$ cat config.mk
export PLATFORM = sky130hd
export DESIGN_NAME = scw_slave_supervisor
export DESIGN_NICKNAME = d
export VERILOG_FILES = /design/src/rtl/scw_pkg.sv /design/src/rtl/scw_timer_if.sv /design/src/rtl/scw_comm_timer.sv /design/src/rtl/scw_slave_supervisor.sv
export SDC_FILE = /design/constraint.sdc
export NUM_CORES = 1
export LEC_CHECK = 0
export ABC_AREA = 1
export BUFFER_PORTS_ARGS = -buffer_cell sky130_fd_sc_hd__buf_2
export CORE_MARGIN = 3
export CORE_UTILIZATION = 63
export CTS_BUF_LIST = sky130_fd_sc_hd__clkbuf_2
export DETAILED_ROUTE_END_ITERATION = 16
export PLACE_DENSITY_LB_ADDON = 0.12
export SKIP_CTS_REPAIR_TIMING = 1
export SLEW_MARGIN = 20
export SYNTH_ARGS = -nofsm -noshare
export SYNTH_HDL_FRONTEND = slang
export SYNTH_SLANG_ARGS = --single-unit
$ cat constraint.sdc
create_clock -name sys_clk -period 2.2 [get_ports sys_clk]
set_input_delay 0.22 -clock sys_clk [delete_from_list [all_inputs] [get_ports sys_clk]]
set_output_delay 0.22 -clock sys_clk [all_outputs]
set_load 0.02 [all_outputs]
$ cat src/rtl/scw_pkg.sv
// Purpose: Shared constants and types of the slave supervision block
// Assumes: 200 MHz system clock
// Notes:   Timing counts are derived from times in their own units
package scw_pkg;

    // ****************************************************************
    // Timing
    // ****************************************************************
    localparam int CLK_PERIOD_NS = 5;
    // No-exchange timeout, 94.2 ms, held in microseconds
    localparam int TIMEOUT_US    = 94200;
    // Prescaler tick of 100 us keeps granularity far inside the +4 ms margin
    localparam int TICK_NS       = 100000;
    localparam int TICK_CYC      = TICK_NS / CLK_PERIOD_NS;
    localparam int TIMEOUT_TICKS = (TIMEOUT_US * 1000 + TICK_NS - 1) / TICK_NS;
    localparam int STROBE_NS     = 1000;
    localparam int STROBE_CYC    = (STROBE_NS + CLK_PERIOD_NS - 1) / CLK_PERIOD_NS;

    localparam int TICK_W = 15;
    localparam int TMO_W  = 10;
    localparam int STRB_W = 8;

    // ****************************************************************
    // Status nibble layout
    // ****************************************************************
    localparam int         ST_NVM_BUSY   = 0;
    localparam int         ST_PERIPH     = 1;
    localparam int         ST_UNUSED     = 2;
    localparam int         ST_CORRUPT    = 3;
    localparam logic [3:0] ST_RESET      = 4'h0;
    localparam logic [3:0] OUT_INACTIVE  = 4'h0;

    // ****************************************************************
    // Main control states
    // ****************************************************************
    typedef enum logic [4:0] {
        S_INIT   = 5'h01,
        S_RUN    = 5'h02,
        S_STROBE = 5'h04,
        S_FAULT  = 5'h08,
        S_WDRST  = 5'h10
    } scw_state_t;

    function automatic logic scw_wd_on(input logic locked, input logic inhibit,
                                       input logic gating, input logic safety,
                                       input logic pBit0);
        if (!locked || inhibit) begin
            return 1'b0;
        end
        return !gating || safety || pBit0;
    endfunction : scw_wd_on

endpackage : scw_pkg

$ cat src/rtl/scw_timer_if.sv
// Purpose: Link between the control logic and the timeout timer
// Assumes: Single clock domain
// Notes:   Restart is a one-cycle pulse, run and expired are levels
`timescale 1ns/1ps
interface scw_timer_if;
    logic restart;
    logic run;
    logic expired;

    modport ctrl  (output restart, output run, input expired);
    modport timer (input restart, input run, output expired);
endinterface : scw_timer_if

$ cat src/rtl/scw_comm_timer.sv
// Purpose: Prescaled no-exchange timeout counter
// Assumes: Restart and run come from logic on the same clock
// Notes:   Counter saturates once past the limit, expired is registered
`timescale 1ns/1ps
module scw_comm_timer
    import scw_pkg::*;
#(
    parameter int TICK_CYCLES = scw_pkg::TICK_CYC
) (
    input  wire logic    sys_clk,
    input  wire logic    rst_b,
    scw_timer_if.timer   tmr
);
    import scw_pkg::*;

    logic [TICK_W-1:0] preCnt_ff;
    logic [TMO_W-1:0]  tmoCnt_ff;
    logic              expired_ff;
    logic              tick;

    assign tick        = (preCnt_ff == TICK_W'(TICK_CYCLES - 1));
    assign tmr.expired = expired_ff;

    // ****************************************************************
    // Prescaler
    // ****************************************************************
    always_ff @(posedge sys_clk) begin
        if (!rst_b || !tmr.run || tmr.restart || tick) begin
            preCnt_ff <= '0;
        end else begin
            preCnt_ff <= preCnt_ff + 1'b1;
        end
    end

    // ****************************************************************
    // Timeout count
    // ****************************************************************
    // tick based count
    always_ff @(posedge sys_clk) begin
        if (!rst_b || !tmr.run || tmr.restart) begin
            tmoCnt_ff  <= '0;
            expired_ff <= 1'b0;
        end else if (tick && !expired_ff) begin
            tmoCnt_ff  <= tmoCnt_ff + 1'b1;
            // Strictly more than the limit counts as expired
            expired_ff <= (tmoCnt_ff == TMO_W'(TIMEOUT_TICKS));
        end
    end

endmodule : scw_comm_timer

$ cat src/rtl/scw_slave_supervisor.sv
// Purpose: Slave node supervision: state recovery, status nibble, watchdog
// Assumes: Request pulses come one cycle wide from the telegram decoder
// Notes:   Fault input pin is synchronised, all other inputs are local
`timescale 1ns/1ps
module scw_slave_supervisor
    import scw_pkg::*;
#(
    parameter int TICK_CYCLES = scw_pkg::TICK_CYC
) (
    input  wire logic       sys_clk,
    input  wire logic       rst_b,
    input  wire logic       periphery_fault_n,
    input  wire logic       masterMode,
    input  wire logic       exgReq,
    input  wire logic       wparReq,
    input  wire logic       delaReq,
    input  wire logic       resetReq,
    input  wire logic       rdstReq,
    input  wire logic [3:0] exgData,
    input  wire logic [3:0] wparData,
    input  wire logic       addrNonzero,
    input  wire logic       nvmWriteActive,
    input  wire logic       firmParityErr,
    input  wire logic       nvmCorrupt,
    input  wire logic       config_locked_flag,
    input  wire logic       inhibitWdFlag,
    input  wire logic       param_bit0_gating_flag,
    input  wire logic       safetyModeEnable,
    output logic      [3:0] dataOut,
    output logic      [3:0] paramOut,
    output logic            data_strobe_n,
    output logic            param_strobe_n,
    output logic            status_led_a,
    output logic            red_status_led,
    output logic      [3:0] slave_status_nibble,
    output logic            statusValid,
    output logic            exchangeDisable
);
    import scw_pkg::*;

    scw_state_t        state_ff;
    scw_state_t        nxt_state;
    logic [STRB_W-1:0] strbCnt_ff;
    logic              kindData_ff;
    logic              kindParam_ff;
    logic [3:0]        dataOut_ff;
    logic [3:0]        paramOut_ff;
    logic              dataStrobeN_ff;
    logic              paramStrobeN_ff;
    logic              ledA_ff;
    logic              redLed_ff;
    logic [3:0]        status_ff;
    logic              statusValid_ff;
    logic              xdis_ff;
    logic              monActive_ff;
    logic              addrVolatile_ff;
    logic              pfMeta_ff;
    logic              pfSync_ff;
    logic              accept;
    logic              exgTake;
    logic              wparTake;
    logic              strbDone;
    logic              noExch;
    logic              wdOn;
    logic              wdFault;
    logic              illegal;
    logic [3:0]        nibble;

    scw_timer_if tmrIf ();

    scw_comm_timer #(
        .TICK_CYCLES (TICK_CYCLES)
    ) u_timer (
        .sys_clk (sys_clk),
        .rst_b   (rst_b),
        .tmr     (tmrIf)
    );

    assign dataOut             = dataOut_ff;
    assign paramOut            = paramOut_ff;
    assign data_strobe_n       = dataStrobeN_ff;
    assign param_strobe_n      = paramStrobeN_ff;
    assign status_led_a        = ledA_ff;
    assign red_status_led      = redLed_ff;
    assign slave_status_nibble = status_ff;
    assign statusValid         = statusValid_ff;
    assign exchangeDisable     = xdis_ff;

    // ****************************************************************
    // Request decode
    // ****************************************************************
    // slave mode only
    assign accept   = (state_ff == S_RUN) && !masterMode && !resetReq;
    assign exgTake  = accept && exgReq && !xdis_ff;
    assign wparTake = accept && wparReq;
    assign strbDone = (strbCnt_ff == STRB_W'(STROBE_CYC - 1));
    assign illegal  = !(state_ff inside {S_INIT, S_RUN, S_STROBE, S_FAULT, S_WDRST});

    assign wdOn    = scw_wd_on(config_locked_flag, inhibitWdFlag,
                               param_bit0_gating_flag, safetyModeEnable, paramOut_ff[0]);
    assign noExch  = monActive_ff && tmrIf.expired;
    assign wdFault = wdOn && noExch && addrNonzero && !nvmWriteActive;

    // ****************************************************************
    // Main control state machine
    // ****************************************************************
    always_comb begin
        nxt_state = state_ff;
        unique case (state_ff)
            S_INIT:   nxt_state = S_RUN;
            S_RUN: begin
                if (exgTake || wparTake) begin
                    nxt_state = S_STROBE;
                end else if (wdFault && !masterMode) begin
                    nxt_state = S_FAULT;
                end
            end
            S_STROBE: if (strbDone) nxt_state = S_RUN;
            S_FAULT:  if (strbDone) nxt_state = S_WDRST;
            S_WDRST:  nxt_state = S_INIT;
            default:  nxt_state = S_INIT;
        endcase
        if (resetReq) begin
            nxt_state = S_INIT;
        end
    end

    always_ff @(posedge sys_clk) begin
        if (!rst_b) begin
            state_ff <= S_INIT;
        end else begin
            state_ff <= nxt_state;
        end
    end

    // ****************************************************************
    // Strobes and outputs
    // ****************************************************************
    // shared strobe counter
    always_ff @(posedge sys_clk) begin
        if (!rst_b || !(state_ff inside {S_STROBE, S_FAULT})) begin
            strbCnt_ff <= '0;
        end else if (!strbDone) begin
            strbCnt_ff <= strbCnt_ff + 1'b1;
        end
    end

    always_ff @(posedge sys_clk) begin
        if (!rst_b || state_ff == S_INIT || illegal) begin
            dataOut_ff   <= OUT_INACTIVE;
            paramOut_ff  <= OUT_INACTIVE;
            kindData_ff  <= 1'b0;
            kindParam_ff <= 1'b0;
        end else if (state_ff == S_RUN) begin
            kindData_ff  <= exgTake;
            kindParam_ff <= wparTake;
            if (exgTake) begin
                dataOut_ff <= exgData;
            end
            if (wparTake) begin
                paramOut_ff <= wparData;
            end
        end
    end

    always_ff @(posedge sys_clk) begin
        if (!rst_b) begin
            dataStrobeN_ff  <= 1'b1;
            paramStrobeN_ff <= 1'b1;
        end else begin
            dataStrobeN_ff  <= !((state_ff == S_STROBE && kindData_ff) || state_ff == S_FAULT);
            paramStrobeN_ff <= !((state_ff == S_STROBE && kindParam_ff) || state_ff == S_FAULT);
        end
    end

    // ****************************************************************
    // Exchange disable and monitor
    // ****************************************************************
    // set at watchdog reset
    always_ff @(posedge sys_clk) begin
        if (!rst_b) begin
            xdis_ff <= 1'b0;
        end else if (state_ff == S_WDRST) begin
            xdis_ff <= 1'b1;
        end else if (wparTake) begin
            xdis_ff <= 1'b0;
        end
    end

    always_ff @(posedge sys_clk) begin
        if (!rst_b || state_ff == S_INIT || illegal || !addrNonzero) begin
            monActive_ff <= 1'b0;
        end else if (accept && delaReq) begin
            monActive_ff <= 1'b0;
        end else if (wparTake) begin
            monActive_ff <= 1'b1;
        end
    end

    assign tmrIf.restart = exgTake || wparTake;
    assign tmrIf.run     = monActive_ff;

    always_ff @(posedge sys_clk) begin
        if (!rst_b) begin
            ledA_ff   <= 1'b0;
            redLed_ff <= 1'b0;
        end else begin
            ledA_ff   <= !xdis_ff && state_ff != S_INIT;
            redLed_ff <= xdis_ff || (noExch && !tmrIf.restart);
        end
    end

    // ****************************************************************
    // Status nibble
    // ****************************************************************
    always_ff @(posedge sys_clk) begin
        if (!rst_b) begin
            pfMeta_ff <= 1'b1;
            pfSync_ff <= 1'b1;
        end else begin
            pfMeta_ff <= periphery_fault_n;
            pfSync_ff <= pfMeta_ff;
        end
    end

    always_ff @(posedge sys_clk) begin
        if (!rst_b || state_ff == S_INIT) begin
            addrVolatile_ff <= 1'b0;
        end else if (accept && delaReq && addrNonzero) begin
            addrVolatile_ff <= 1'b1;
        end
    end

    always_comb begin
        nibble              = ST_RESET;
        nibble[ST_NVM_BUSY] = addrVolatile_ff || nvmWriteActive;
        nibble[ST_PERIPH]   = !pfSync_ff || firmParityErr;
        nibble[ST_UNUSED]   = 1'b0;
        nibble[ST_CORRUPT]  = nvmCorrupt;
    end

    always_ff @(posedge sys_clk) begin
        if (!rst_b) begin
            status_ff      <= ST_RESET;
            statusValid_ff <= 1'b0;
        end else begin
            statusValid_ff <= accept && rdstReq;
            if (accept && rdstReq) begin
                status_ff <= nibble;
            end
        end
    end
endmodule : scw_slave_supervisor

# Word-level counts from Yosys, hierarchy flattened
# Cells that the tools add are included.
[classes]
n_mux = 10
n_reduce_logical = 58
bitwise = 1
eq_ne = 12
add_sub_neg = 3
[ops]
columns = ["cell", "n"]
rows = [
  ["5-bit two-way mux", 4],
  ["5-bit case mux with 4 select lines", 1],
  ["1-bit logical AND", 18],
  ["1-bit zero test", 16],
  ["1-bit logical OR", 16],
  ["15-bit by 1-bit adder with 15-bit output (second input constant)", 1],
  ["15-bit equality test (second input constant)", 1],
  ["10-bit by 1-bit adder with 10-bit output (second input constant)", 1],
  ["10-bit equality test (second input constant)", 1],
  ["8-bit by 1-bit adder with 8-bit output (second input constant)", 1],
  ["8-bit equality test (second input constant)", 1],
  ["5-bit by 1-bit equality test with 1-bit output (second input constant)", 1],
  ["5-bit by 2-bit equality test with 1-bit output (second input constant)", 1],
  ["5-bit by 3-bit equality test with 1-bit output (second input constant)", 1],
  ["5-bit by 4-bit equality test with 1-bit output (second input constant)", 1],
  ["5-bit equality test (second input constant)", 1],
  ["1-bit two-way mux", 5],
  ["5-bit by 1-bit inequality test with 1-bit output (second input constant)", 1],
  ["5-bit nonzero test", 1],
  ["2-bit inequality test (second input constant)", 2],
  ["2-bit AND reduction", 2],
  ["2-bit nonzero test", 2],
  ["2-bit OR reduction", 2],
  ["3-bit by 2-bit inequality test with 1-bit output (second input constant)", 1],
  ["other kinds (2)", 2],
]
[totals]
wordCells = 104
input_bits = 25
reg_bits = 62

# Longest topological paths before layout
[depth]
word_depth = 11
ltp_mapped = 9

# Modules after synthesis
# A second synthesis with hierarchy kept.
[unflattened]
cells_unflattened = 409
hier_area_um2 = 3012.9
[modules_own_cells]
columns = ["module", "instances", "area_per_inst_um2", "seq_area_each_um2", "cells_each"]
rows = [
  ["scw_slave_supervisor", 1, 1585.3, 720.7, 198],
  ["scw_comm_timer", 1, 1427.6, 520.5, 211],
]

# Least setup slack after synthesis
# Ideal clock, no wire load.
[synth_timing]
kind = "register to register"
start = "register xdis_ff, in the netlist exchangeDisable"
end = "register u_timer.preCnt_ff[14]"
period_less_slack_ns = 1.342
stages_incl_launch_ff = 6
slack_ns = 0.858
t_arrival_ns = 1.272
setup_time_ns = 0.070
t_required_ns = 2.130
path_cell_list = "dfxtp_1 nor2_1 o211ai_4 nand4_4 buf_6 a21oi_1"
[synth_between]
elab_chain_cells = 5
[synth_lines]
columns = ["element", "line_no", "rtl"]
rows = [
  ["start: declaration", "scw_slave_supervisor.sv:54", "logic xdis_ff;"],
  ["start signal: assignment", "scw_slave_supervisor.sv:182", "xdis_ff <= 1'b0;"],
  ["start signal: assignment", "scw_slave_supervisor.sv:184", "xdis_ff <= 1'b1;"],
  ["start signal: assignment", "scw_slave_supervisor.sv:186", "xdis_ff <= 1'b0;"],
  ["1-bit zero test", "scw_slave_supervisor.sv:94", "assign exgTake = accept && exgReq && !xdis_ff;"],
  ["1-bit logical AND", "scw_slave_supervisor.sv:94", ""],
  ["1-bit logical OR", "scw_slave_supervisor.sv:200", "assign tmrIf.restart = exgTake || wparTake;"],
  ["1-bit logical OR (2 in series)", "scw_comm_timer.sv:28", "if (!rst_b || !tmr.run || tmr.restart || tick) begin"],
  ["end signal: assignment", "scw_comm_timer.sv:31", "preCnt_ff <= preCnt_ff + 1'b1;"],
  ["end: declaration", "scw_comm_timer.sv:16", "logic [TICK_W-1:0] preCnt_ff;"],
]
# Every way passes these cells.
# A chain may end at the register's enable or synchronous reset.

# Worst setup path after layout
[layout_timing]
start = "register strbCnt_ff[0]"
end = "register state_ff[1]"
[layout_between]
elab_chain_cells = 3
word_cells_on_any_way = 4
[layout_lines]
columns = ["element", "line_no", "rtl"]
rows = [
  ["start: declaration", "scw_slave_supervisor.sv:43", "logic [STRB_W-1:0] strbCnt_ff;"],
  ["start signal: assignment", "scw_slave_supervisor.sv:144", "strbCnt_ff <= strbCnt_ff + 1'b1;"],
  ["8-bit equality test *", "scw_slave_supervisor.sv:96", "assign strbDone = (strbCnt_ff == STRB_W'(STROBE_CYC - 1));"],
  ["2-bit inequality test (no source line)", "-", ""],
  ["3-bit AND reduction (no source line) *", "-", ""],
  ["end signal: assignment", "scw_slave_supervisor.sv:132", "state_ff <= nxt_state;"],
  ["end: declaration", "scw_slave_supervisor.sv:41", "scw_state_t state_ff;"],
]
# Every way passes the cells marked *; elsewhere a longest branch is shown, timed or not.

==> out/results.ini <==
[sta]
hold_viol_final = 0
setup_violations = 0
clock.fmax_mhz = 632.5
fin_tns_setup_ps = 0
skew_ps = 18.39
rsz0062_at_grt = no
fin_crit_sh_pct = 71.87
slew_violations = 0
min_period_ps = 1581

[floorplanning]
io_pins = 43
start_util_pct = 66.69
die_area_sq_mm = 0.005564
rows = 24
fp.dieW_um = 74.59
die_h_um = 74.59
core_sq_mm = 0.004444

[logic_synthesis]
ys_ff_latch = 62
synth_top_area_share_pct = 41.87
synthCells = 401
yosysUniqueCellTypes = 36
synth_nets = 430
yosysTopAreaCell = dfxtp_1
yosysSeqAreaShare_pct = 41.87
synth_ff_type = dfxtp_1
async_flop_share_pct = 0
syn-mean-instance-area_sq_um = 7.392
yosys_warnings = 0
synth_edf_count = 0
synthTopCellsByArea = dfxtp_1, nand2_1, inv_1, nor2_1, a21oi_1
syn_area_sq_mm = 0.002964

[worst_setup_path]
reg2reg_depth = 9
crit_path_max_fanout = 7
slowest_stage = dfxtp_1
worstSetupPathType = flop to flop
path_cells = ha_1 -> nand2_1 -> nor3_1 -> nand2_1 -> nand2_1 -> inv_1 -> o21ai_0 -> nand2_1 -> inv_1
crit_required_ps = 2640
critPathTopFamily = simple AND/OR/NAND/NOR gates
r2r-end = state_ff[1]$_SDFFE_PP0P_
crit_path_end_kind = flop
slowest_delay_ps = 400
reg2reg_from = strbCnt_ff[0]$_SDFFE_PP0N_
critPathBufInv = 2
critPathLaunchType = flop
arrival_ps = 2020
reg2reg_slack_ps = 620
path_common_cell = nand2_1

[cts]
insertion_delay_ps = 490
h-tree-depth = 3
clk_pin_slew_ps = 170
tritoncts = done
cts_buffer_depth = 2
clkSinkCount = 62
cts-root-buf = clkbuf_2
cts-buffers-inserted = 9

[drt]
drcViolationCount = 0
vias = 2612
drtAntennaViolNets = 0
viasPerCell = 5.132
drtIter0Drc = 161
first_pass_iters = 4
wirelength_mm = 5.984
wire_per_inst_um = 11.76

[layout]
fin_area_sq_mm = 0.003333
final_util_pct = 75.00
antenna_cells = 0
area_delta_synth_final_pct = 12.45
drive_above_1_share_pct = 17.72
stdcell_count = 509
final_nets = 481

[placement]
port_buffers = 41
placedCellCount = 490
placed_cell_area_sq_mm = 0.003201
place_congestion = 0.8620
place_hpwl_mm = 4.419

[global_routing]
grtUsageMet2_pct = 42.15
grt_max_degree = 16
antenna_found_initial = 0
track_usage_pct = 23.82
busiest_layer = met2
grt_pass1_vias = 2440
use_met1_pct = 26.87
met3_usage_pct = 4.730
grt_pass1_wl_mm = 10.13
overflow = 0

[pwr]
power_density_mw_per_mm2 = 561.9
ir_drop_uv = 617.6
leakagePower_nw = 1.325
power.total_mw = 1.873

[worst_hold_path]
whs_path_depth = 5
hold_path_class = input port to flop
hp-start = wparData[2]
min_to = paramOut[2]$_SDFFE_PP0P_

[outcome]
outcome = finished, final reports clean

[job]
max-cap-violations = 0

-- registers in the layout, indices dropped and copies added (netlist names), 3 cells and up --
register and count:
u_timer.preCnt_ff 15, u_timer.tmoCnt_ff 10, strbCnt_ff 8, state_ff 5, dataOut 4, paramOut 4, slave_status_nibble 3
-- layout make-up --
class                           count  area, sq um
Multi-Input combinational cell    277         1466
Sequential cell                    62         1241
Fill cell                         352         1111
Timing Repair Buffer               44        235.2
Inverter                           58        222.7
Tap cell                           52        65.06
Clock inverter                      6        52.55
Clock buffer                       10        50.05
-- power by group --
part / switching (mW) / internal (mW) / total (mW)
Combinational: 0.0499 / 0.0343 / 0.0841
Clock: 0.402 / 0.255 / 0.656
Sequential: 0.00296 / 1.13 / 1.13
Total: 0.454 / 1.42 / 1.87
-- layout by cell type (no fill, tap or decap), drive strengths merged --
master	count
dlygate4sd3	3
dfxtp	62
clkinv	6
nand3	22
o21ai	13
clkbuf	10
nor4	1
nor3b	4
bufinv	1
buf	41
o211ai	1
nand4	10
nand2	94
a31oi	1
xor2	13
xnor2	5
o21a	1
nand3b	2
nor2	58
inv	57
a21oi	25
nor3	15
or2	6
and3	1
conb	1
ha	4
-- routing by layer --
| layer | share of wire [%] | vias up |
|---|---|---|
| met2 | 50 | 57 |
| met1 | 43 | 1177 |
| li1 | - | 1368 |
| met3 | 5.4 | 10 |
| met5 | 0 | - |
| met4 | 1.4 | 0 |
-- synth_stat cells (2+ instances only) --
cell type,count
a21oi_1,24
buf_4,3
dfxtp_1,62
ha_1,4
inv_1,55
inv_2,2
nand2_1,92
nand2_2,2
nand3_1,18
nand3_2,2
nand3_4,2
nand3b_1,2
nand4_1,9
nor2_1,54
nor2_4,3
nor3_1,13
nor3_2,2
nor3b_1,3
o21ai_0,10
o21ai_1,2
or2_2,6
xnor2_1,5
xor2_1,13
-- how the worst max path moves through the flow --
| stage | startpoint | to | slack [ps] | cells past startpoint |
|---|---|---|---|---|
| 4_1_cts | strbCnt_ff[0]$_SDFFE_PP0N_ | state_ff[1]$_SDFFE_PP0P_ | 620 | 9 |
| 2_1_floorplan | exchangeDisable$_SDFFE_PN0P_ | u_timer.preCnt_ff[14]$_SDFF_PP0_ | 860 | 5 |
| 3_5_place_dp | strbCnt_ff[0]$_SDFFE_PP0N_ | state_ff[1]$_SDFFE_PP0P_ | 660 | 9 |
| 3_3_place_gp | u_timer.preCnt_ff[0]$_SDFF_PP0_ | u_timer.tmoCnt_ff[1]$_SDFFE_PP0P_ | 730 | 6 |
| 5_1_grt | strbCnt_ff[0]$_SDFFE_PP0N_ | state_ff[3]$_SDFFE_PP0P_ | 410 | 7 |
| 6_report | strbCnt_ff[0]$_SDFFE_PP0N_ | state_ff[1]$_SDFFE_PP0P_ | 620 | 9 |
-- cells by family (layout without fill, tap and decap cells) --
| logic type | after synthesis | after routing | synth area share [%] |
|---|---|---|---|
| adders and majority gates | 4 | 4 | 1.689 |
| buffers and inverters | 62 | 118 | 8.654 |
| xor gates and xnor gates | 18 | 18 | 5.319 |
| DFF | 62 | 62 | 41.87 |
| other | 1 | 1 | 0.1265 |
| AOI/OAI and AO/OA | 41 | 41 | 7.852 |
| and+or+nand+nor | 213 | 213 | 34.49 |
-- stage by stage --
stage / hold slack (ps) / setup slack (ps)
after floorplan: 326.6 / 858.2
after global placement: 396.7 / 726.8
after detailed placement: 406.1 / 656.7
after CTS: -124.5 / 620.5
after global routing: 1.391 / 412.7
final: 8.378 / 618.9
-- tightest hold or removal path: stages --
cell and delay (ps):
buf_2 100, nand2_1 50, nand2_1 40, inv_1 40
nor2_1 30
No activity file was read; power rests on OpenSTA's default activity.
